$ cat src/pbh_patch_defs.vh
`ifndef PBH_PATCH_DEFS_VH
`define PBH_PATCH_DEFS_VH

// Model-specific register addresses.
`define PBH_MSR_PLATFORM       32'h0000_0017
`define PBH_MSR_TRIGGER        32'h0000_0079
`define PBH_MSR_REVISION       32'h0000_008b

// Platform type code field inside its 64-bit register.
`define PBH_PLAT_LSB           50
`define PBH_PLAT_MSB           52
`define PBH_PLAT_W             3

// Block geometry in bytes, plus the index of the last four-byte double word.
`define PBH_DW_BYTES           32'h0000_0004
`define PBH_BLOCK_BYTES        12'h800
`define PBH_HDR_BYTES          12'h030
`define PBH_PAYLOAD_BYTES      12'h7d0
`define PBH_LAST_DW            9'h1ff

// Header field double-word indexes (byte offset divided by four).
`define PBH_IDX_HDR_VER        9'h000
`define PBH_IDX_REVISION       9'h001
`define PBH_IDX_DATE           9'h002
`define PBH_IDX_SIGNATURE      9'h003
`define PBH_IDX_CHECKSUM       9'h004
`define PBH_IDX_LOADER_VER     9'h005
`define PBH_IDX_MATCH_MASK     9'h006
`define PBH_IDX_RSVD_FIRST     9'h007
`define PBH_IDX_RSVD_LAST      9'h00b

// Defined header and loader versions.
`define PBH_HDR_VER_1          32'h0000_0001
`define PBH_LOADER_VER_1       32'h0000_0001

// Meaningful width of the platform match mask.
`define PBH_MASK_W             8

// Load result codes.
`define PBH_RES_OK             3'h0
`define PBH_RES_BAD_LENGTH     3'h1
`define PBH_RES_BAD_SUM        3'h2
`define PBH_RES_BAD_VERSION    3'h3
`define PBH_RES_BAD_STEPPING   3'h4
`define PBH_RES_BAD_PLATFORM   3'h5

// Loader state codes, one-hot.
`define PBH_ST_IDLE            4'h1
`define PBH_ST_FETCH           4'h2
`define PBH_ST_CHECK           4'h4
`define PBH_ST_DONE            4'h8

`endif

$ cat src/pbh_match.v
`timescale 1ns/100ps
`include "pbh_patch_defs.vh"

module pbh_match (
  // Captured header fields.
  input  wire [31:0] hdr_version,
  input  wire [31:0] loader_version,
  input  wire [31:0] target_signature,
  input  wire [31:0] match_mask,
  input  wire [31:0] block_sum,
  // Processor identity.
  input  wire [31:0] cpu_signature,
  input  wire [2:0]  platform_code,
  // Verdict.
  output reg  [2:0]  result
);

  wire [`PBH_MASK_W-1:0] mask_low;
  wire                   plat_hit;
  wire                   sig_hit;

  // Upper mask bits carry no meaning and are never looked at.
  assign mask_low = match_mask[`PBH_MASK_W-1:0];
  assign plat_hit = mask_low[platform_code];
  assign sig_hit  = (target_signature == cpu_signature);

  // A bad sum wins over everything, then format, then identity.
  always @* begin
    if (block_sum != 32'h0000_0000) begin
      result = `PBH_RES_BAD_SUM;
    end else if (hdr_version != `PBH_HDR_VER_1 ||
                 loader_version != `PBH_LOADER_VER_1) begin
      result = `PBH_RES_BAD_VERSION;
    end else if (!sig_hit) begin
      result = `PBH_RES_BAD_STEPPING;
    end else if (!plat_hit) begin
      result = `PBH_RES_BAD_PLATFORM;
    end else begin
      result = `PBH_RES_OK;
    end
  end

endmodule // pbh_match

$ cat src/pbh_patch_loader.v
// How it works
// - A block for another stepping is refused and the load fails.
// - Platform type code register sits at 017H and ignores writes.
// - That register is 64 bits, read only as one whole quadword.
// - Platform code lives in bits 52:50; all other bits are reserved.
// - The platform code value picks which match mask bit applies.
// - A block is exactly 2048 bytes; anything else is invalid.
// - Bytes 0 to 47 are the header, 2000 payload bytes follow.
// - Header version word at offset 0; first format is 00000001H.
// - Revision word at offset 4 becomes the reported patch signature.
// - Target signature at offset 12 must equal the processor identity.
// - All 512 double words must sum to zero; checksum at offset 16.
// - Loader version word at offset 20; first version is 00000001h.
// - Match mask at offset 24; only its low eight bits count.
// - Applicable only when selected mask bit and signature both match.
// - Bytes 28 to 47 are reserved and carry no meaning.
// - The block is only data; nothing in it is ever executed.
// - Writing register 79H loads the block at the accumulator address.
// - Identify operation deposits active revision in 08BH if active.
`timescale 1ns/100ps
`include "pbh_patch_defs.vh"

module pbh_patch_loader (
  // Clock and reset.
  input  wire        mclk,
  input  wire        nrst,
  // Model-specific register read and write operations.
  input  wire        msr_rd,
  input  wire        msr_wr,
  input  wire [31:0] msr_addr,
  input  wire [63:0] msr_wdata,
  output reg  [63:0] msr_rdata,
  output reg         msr_ack,
  output reg         msr_fault,
  // Processor identify operation and own identity.
  input  wire        ident_op,
  input  wire [31:0] cpu_signature,
  // Platform strap pins.
  input  wire [2:0]  platform_pins,
  // Data read port toward memory.
  output reg         mem_req,
  output reg  [31:0] mem_addr,
  input  wire        mem_valid,
  input  wire        mem_err,
  input  wire [31:0] mem_data,
  // Load status.
  output reg         load_busy,
  output reg         load_done,
  output reg  [2:0]  load_result,
  output reg         patch_active,
  output reg  [31:0] active_revision
);

  reg  [3:0]  state;
  reg  [3:0]  next_state;
  reg  [2:0]  plat_meta;
  reg  [2:0]  plat_sync;
  reg  [2:0]  platform_type_code;
  reg  [31:0] block_base;
  reg  [8:0]  dw_index;
  reg  [31:0] block_sum;
  reg  [31:0] hdr_version;
  reg  [31:0] hdr_revision;
  reg  [31:0] hdr_signature;
  reg  [31:0] hdr_loader;
  reg  [31:0] hdr_mask;
  reg  [63:0] revision_reg;
  reg         length_bad;
  wire [2:0]  verdict;
  wire [31:0] dw_le;
  wire        trigger_wr;
  wire        take_word;
  wire        trigger_go;
  wire        ident_deposit;
  reg  [63:0] next_msr_rdata;
  reg         next_msr_fault;
  reg  [63:0] next_revision;

  // Strap pins come from outside the clock domain.
  always @(posedge mclk) begin
    if (!nrst) begin
      plat_meta <= 3'h0;
      plat_sync <= 3'h0;
      platform_type_code <= 3'h0;
    end else begin
      plat_meta <= platform_pins;
      plat_sync <= plat_meta;
      platform_type_code <= plat_sync;
    end
  end

  // Memory returns byte n of the double word on lanes 8n+7:8n.
  assign dw_le = {mem_data[31:24], mem_data[23:16],
                  mem_data[15:8], mem_data[7:0]};

  assign trigger_wr = msr_wr && (msr_addr == `PBH_MSR_TRIGGER);
  assign take_word  = (state == `PBH_ST_FETCH) && mem_req && mem_valid;
  // A trigger is taken whenever no load is under way, the cycle that shows
  // load_done included; a read in the same cycle wins over it.
  assign trigger_go    = trigger_wr && !msr_rd && !load_busy;
  // Identify only deposits a revision once a block has been accepted.
  assign ident_deposit = ident_op && patch_active;

  pbh_match u_match (
    .hdr_version      (hdr_version),
    .loader_version   (hdr_loader),
    .target_signature (hdr_signature),
    .match_mask       (hdr_mask),
    .block_sum        (block_sum),
    .cpu_signature    (cpu_signature),
    .platform_code    (platform_type_code),
    .result           (verdict)
  );

  // Loader sequencing.
  always @* begin
    next_state = state;
    case (state)
      `PBH_ST_IDLE: begin
        if (trigger_go) begin
          next_state = `PBH_ST_FETCH;
        end
      end
      `PBH_ST_FETCH: begin
        if (mem_req && mem_err) begin
          next_state = `PBH_ST_CHECK;
        end else if (take_word && dw_index == `PBH_LAST_DW) begin
          next_state = `PBH_ST_CHECK;
        end
      end
      `PBH_ST_CHECK: begin
        next_state = `PBH_ST_DONE;
      end
      `PBH_ST_DONE: begin
        if (trigger_go) begin
          next_state = `PBH_ST_FETCH;
        end else begin
          next_state = `PBH_ST_IDLE;
        end
      end
      default: begin
        next_state = `PBH_ST_IDLE;
      end
    endcase
  end

  always @(posedge mclk) begin
    if (!nrst) begin
      state <= `PBH_ST_IDLE;
    end else begin
      state <= next_state;
    end
  end

  // Data fetch: the port only ever reads, it has no instruction path.
  always @(posedge mclk) begin
    if (!nrst) begin
      block_base <= 32'h0000_0000;
      dw_index   <= 9'h000;
      mem_req    <= 1'b0;
      mem_addr   <= 32'h0000_0000;
      length_bad <= 1'b0;
    end else if (trigger_go) begin
      // A new load restarts the fetch from the block's first double word.
      block_base <= msr_wdata[31:0];
      mem_addr   <= msr_wdata[31:0];
      mem_req    <= 1'b1;
      dw_index   <= 9'h000;
      length_bad <= 1'b0;
    end else begin
      case (state)
        `PBH_ST_FETCH: begin
          if (mem_req && mem_err) begin
            // A block that ends early is not 2048 bytes long.
            mem_req    <= 1'b0;
            length_bad <= 1'b1;
          end else if (take_word) begin
            if (dw_index == `PBH_LAST_DW) begin
              mem_req <= 1'b0;
            end else begin
              dw_index <= dw_index + 9'h001;
              mem_addr <= block_base + {21'h000000,
                          dw_index + 9'h001, 2'b00};
            end
          end
        end
        default: begin
          mem_req <= 1'b0;
        end
      endcase
    end
  end

  // Header capture and running sum of every double word.
  always @(posedge mclk) begin
    if (!nrst) begin
      block_sum     <= 32'h0000_0000;
      hdr_version   <= 32'h0000_0000;
      hdr_revision  <= 32'h0000_0000;
      hdr_signature <= 32'h0000_0000;
      hdr_loader    <= 32'h0000_0000;
      hdr_mask      <= 32'h0000_0000;
    end else if (trigger_go) begin
      block_sum <= 32'h0000_0000;
    end else if (take_word) begin
      // Carry out of bit 31 is dropped, so the sum wraps.
      block_sum <= block_sum + dw_le;
      case (dw_index)
        `PBH_IDX_HDR_VER: begin
          hdr_version <= dw_le;
        end
        `PBH_IDX_REVISION: begin
          hdr_revision <= dw_le;
        end
        `PBH_IDX_SIGNATURE: begin
          hdr_signature <= dw_le;
        end
        `PBH_IDX_LOADER_VER: begin
          hdr_loader <= dw_le;
        end
        `PBH_IDX_MATCH_MASK: begin
          hdr_mask <= dw_le;
        end
        default: begin
          // Date, checksum, reserved area and payload only feed the sum.
          hdr_mask <= hdr_mask;
        end
      endcase
    end
  end

  // Verdict and activation of the patch.
  always @(posedge mclk) begin
    if (!nrst) begin
      load_busy       <= 1'b0;
      load_done       <= 1'b0;
      load_result     <= `PBH_RES_OK;
      patch_active    <= 1'b0;
      active_revision <= 32'h0000_0000;
    end else begin
      load_done <= 1'b0;
      if (trigger_go) begin
        load_busy <= 1'b1;
      end
      if (state == `PBH_ST_CHECK) begin
        load_busy <= 1'b0;
        load_done <= 1'b1;
        if (length_bad) begin
          load_result <= `PBH_RES_BAD_LENGTH;
        end else begin
          load_result <= verdict;
          if (verdict == `PBH_RES_OK) begin
            patch_active    <= 1'b1;
            active_revision <= hdr_revision;
          end
        end
      end
    end
  end

  // Revision register: software may preload it, identify deposits into it.
  // An identify in the same cycle as a software write wins, so firmware that
  // preloads zero and then identifies always sees the active revision.
  always @* begin
    next_revision = revision_reg;
    if (ident_deposit) begin
      next_revision = {active_revision, revision_reg[31:0]};
    end else if (msr_wr && !msr_rd &&
                 msr_addr == `PBH_MSR_REVISION) begin
      next_revision = msr_wdata;
    end
  end

  always @(posedge mclk) begin
    if (!nrst) begin
      revision_reg <= 64'h0000_0000_0000_0000;
    end else begin
      revision_reg <= next_revision;
    end
  end

  // Register access decode: one whole quadword per operation. A read wins
  // over a write requested in the same cycle.
  always @* begin
    next_msr_rdata = 64'h0000_0000_0000_0000;
    next_msr_fault = 1'b0;
    if (msr_rd) begin
      case (msr_addr)
        `PBH_MSR_PLATFORM: begin
          next_msr_rdata[`PBH_PLAT_MSB:`PBH_PLAT_LSB] =
            platform_type_code;
        end
        `PBH_MSR_REVISION: begin
          next_msr_rdata = revision_reg;
        end
        `PBH_MSR_TRIGGER: begin
          // The trigger register can only be written.
          next_msr_fault = 1'b1;
        end
        default: begin
          next_msr_fault = 1'b1;
        end
      endcase
    end else if (msr_wr) begin
      case (msr_addr)
        `PBH_MSR_PLATFORM: begin
          // The platform code is read only; the write is dropped quietly.
          next_msr_fault = 1'b0;
        end
        `PBH_MSR_REVISION: begin
          next_msr_fault = 1'b0;
        end
        `PBH_MSR_TRIGGER: begin
          // A trigger during a load is refused and reported.
          next_msr_fault = load_busy;
        end
        default: begin
          next_msr_fault = 1'b1;
        end
      endcase
    end
  end

  // Ack, data and fault are registered and stand for one cycle.
  always @(posedge mclk) begin
    if (!nrst) begin
      msr_rdata <= 64'h0000_0000_0000_0000;
      msr_ack   <= 1'b0;
      msr_fault <= 1'b0;
    end else begin
      msr_ack   <= msr_rd || msr_wr;
      msr_rdata <= next_msr_rdata;
      msr_fault <= next_msr_fault;
    end
  end

endmodule // pbh_patch_loader

$ cat config.mk
export PLATFORM = sky130hd
export DESIGN_NAME = pbh_patch_loader
export DESIGN_NICKNAME = d
export VERILOG_FILES = /design/src/pbh_match.v /design/src/pbh_patch_loader.v
export VERILOG_INCLUDE_DIRS = /design/src
export SDC_FILE = /design/constraint.sdc
export NUM_CORES = 1
export LEC_CHECK = 0
export BUFFER_PORTS_ARGS = -buffer_cell sky130_fd_sc_hd__buf_4
export CORE_MARGIN = 4
export CORE_UTILIZATION = 40
export DETAILED_ROUTE_END_ITERATION = 16
export GPL_ROUTABILITY_DRIVEN = 0
export PLACE_DENSITY_LB_ADDON = 0.12
export SLEW_MARGIN = 20
export SYNTH_ARGS = -nofsm -noshare
export SYNTH_HDL_FRONTEND = slang
export SYNTH_SLANG_ARGS = --single-unit
$ cat constraint.sdc
create_clock -name mclk -period 3.4 [get_ports mclk]
set_input_delay 0.51 -clock mclk [delete_from_list [all_inputs] [get_ports mclk]]
set_output_delay 0.51 -clock mclk [all_outputs]
set_load 0.02 [all_outputs]
==> flow_summary.yaml <==
die:
  die_x_um: 226
  io_pins: 307
  rows: 79
  die-area_um2: 51000
  start_util_pct: 40.6
  die_y_um: 226
  core_area_um2: 46800
global_routing:
  grt_use_met2_pct: 32.2
  grt_use_met1_pct: 30.3
  grt_pass1_wl_mm: 85.5
  antenna_found_initial: 1
  track_usage_pct: 21.0
  busiest_layer: "met2"
  grt_pass1_vias: 14800
  grt_max_degree: 128
  overflow: 0
  use_met3_pct: 3.48
worst_setup_path:
  path_cells: "ha_2 > and3_1 > and3_1 > xor2_1 > ha_1 > o21a_1 > o21ai_0 > a211oi_2 > buf_4 > or2_2 > nand3_1 > xor2_1 > o221ai_1"
  cp-end-kind: "register"
  worstPathMaxFanout: 7
  path_class: "register to register"
  critPathArrivalTime_ns: 3.62
  ff2ff_path_depth: 13
  cpMaxStageDelayCell: "dfxtp_1"
  ff2ff_setup_slack_ns: 0.21
  timing.rr.end: "mem_addr[30]"
  worstPathRequired_ns: 3.83
  critical-path-max-stage-delay_ns: 0.39
  r2r-start: "dw_index[1]"
  start_kind: "register"
clock_network:
  htree_num_levels: 2
  cts_tree: "done"
  root_buffer: "clkbuf_16"
  postCtsSetupRepairBufs: 0
  cts_max_path_buffers: 3
  cts_hold_buf: 0
  worst_skew_pair.late_latency_ns: 0.59
  postCtsResizedCells: 0
  clkTransAtPathRegs_ns: 0.06
  cts_buffers: 48
  cts_sinks: 424
layout:
  multi_input_area_um2: 9880
  nets: 2531
  drive_above_1_share_pct: 19.0
  fillCellCount: 4416
  num_antenna_cells: 0
  regArea_um2: 8490
  area_growth_syn_to_layout_pct: 23.3
  stdcell_area_um2: 23400
placement:
  dp_hpwl_mm: 39.3
  port-buffer-count: 306
  place_ws_ns: 0.190
  dpl_cell_area_um2: 21800
detailed_routing:
  routed_wl_mm: 55.2
  drc: 0
  via_per_inst: 5.16
  drtIter0Drc: 953
  dr.pass1.iters: 5
  wl_per_cell_um: 18.6
  dr_total_vias: 15300
  ant_nets: 0
sta:
  tns_ns: 0
  final_max_slew_viol_count: 0
  timing.slew.headroom_pct: 24.5
  finalSetupViolations: 0
  fin_ws_ns: 0.214
  fin_crit_ns: 3.19
  period_share_pct: 93.7
  hold_viol: 0
  finClkSkew_ns: 0.0212
  tightest_slew_ns: 1.13
  max_freq_mhz: 314
synth:
  yosys_register_bits: 424
  yosysSeqAreaShare_pct: 44.7
  postSynth.asyncResetShare_pct: 0
  synth_top_area_share_pct: 44.7
  synth_top_area_cell: "dfxtp_1"
  yosysUniqueCellTypes: 72
  synth_edf_count: 0
  synthesis.area_um2: 19000
  ys_top_cells_by_area: "dfxtp_1, mux2i_1, nand2_1, nor2b_1, a21boi_0"
  synth_ff_type: "dfxtp_1"
  yosysWarningCount: 0
  syn_avg_cell_area_um2: 9.28
  syn_nets: 2264
  synth_cells: 2047
power:
  p_total_w: 0.0107
  leakage_nw: 10.0
  peakVddDrop_mv: 0.279
  power_density_nw_per_um2: 455
flow_run:
  maxCapViolations: 0
outcome:
  status: "finished, final reports clean"
worst_hold_path:
  hp-class: "input port to register"
  min_to: "plat_meta[2]"
  hold_path_depth: 2
  min_from: "platform_pins[2]"
[Yosys cell counts (all sizes together) (3+ instances only)]
library cell,count
a31oi,7
ha,45
nand2,329
nor4bb,4
mux2i,175
and4b,3
nor2b,151
a211oi,8
nor4b,4
clkbuf,72
o211a,36
inv,22
xnor2,26
o21ai,57
o211ai,7
o21a,8
nand2b,6
dfxtp,424
a22oi,3
and4,4
nor3,17
a222oi,4
and2,88
or3,6
xor2,62
nand4,21
nor2,47
a21oi,68
buf,51
nor4,42
a22o,3
o221ai,12
nand3,67
a21boi,102
a21o,15
a211o,3
and3,13
o21bai,5
[how the worst max path moves through the flow]
stage          slack, ns         from            to  cells after the start
2_1_floorplan       0.40  dw_index[0]  mem_addr[30]                     13
5_1_grt           -0.005  dw_index[1]  mem_addr[31]                     12
4_1_cts             0.17  dw_index[0]  mem_addr[31]                     12
6_report            0.21  dw_index[1]  mem_addr[30]                     13
3_3_place_gp        0.20  dw_index[0]  mem_addr[21]                     13
3_5_place_dp        0.19  dw_index[0]  mem_addr[31]                     12
[critical path, delay by kind of cell, from the launching register on]
family          cells  cell delay [ns]
fa+ha+maj           2             0.55
xor+xnor            2             0.34
simple gates        4             0.92
buf+inv             1             0.18
flops               1             0.39
compound gates      4             0.66
[kinds of logic after synthesis]
kind of cell | share of synthesized area, %
compound gates | 13.4
xor+xnor | 4.06
fa+ha+maj | 3.18
buf+inv | 3.51
flops | 44.7
mux | 9.46
simple gates | 21.7
[per-layer routing]
metal	routed length (um)	vias up
met5	13	-
met4	1440	2
met3	2450	92
li1	-	7633
met1	26800	7223
met2	24500	309
[through the flow]
stage	std cells	util [%]	hold slack, ns
final	2959	50.1	0.137
after global routing	2959	50.1	0.124
after CTS	2959	50.0	0.102
after detailed placement	2871	46.6	0.425
after global placement	2871	46.6	0.422
after floorplan	2047	-	0.412
[cell usage in the layout (no fill, tap or decap), drive strengths merged, types with 3 or more instances in the layout]
master	n
o211a	36
a21boi	102
xnor2	26
and4	4
dfxtp	424
a21o	15
clkinv	6
a21oi	68
nor2b	151
o21ai	57
o221ai	12
nor4bb	4
mux2i	175
nor2	47
nor4	42
and4b	3
a211o	3
nand4	21
and3	13
inv	24
ha	45
a222oi	4
o21a	8
xor2	62
a211oi	8
buf	339
nand2b	6
nand2	329
nor4b	4
a22o	3
nor3	17
or3	6
a31oi	7
a22oi	3
o211ai	7
and2	88
o21bai	5
clkbuf	79
nand3	67
[where the power goes]
part	switching [W]	internal [W]
combinational	0.000245	0.000221
sequential	0.00000352	0.00497
clock	0.00207	0.00314
[area by class of cell]
type	count	area share, %
Timing Repair Buffer	340	11.2
Multi-Input combinational cell	1478	42.2
Clock inverter	10	0.459
Clock buffer	78	6.38
Inverter	22	0.353
Tap cell	607	3.24
Sequential cell	424	36.2
Power figures use the tool's default switching activity.
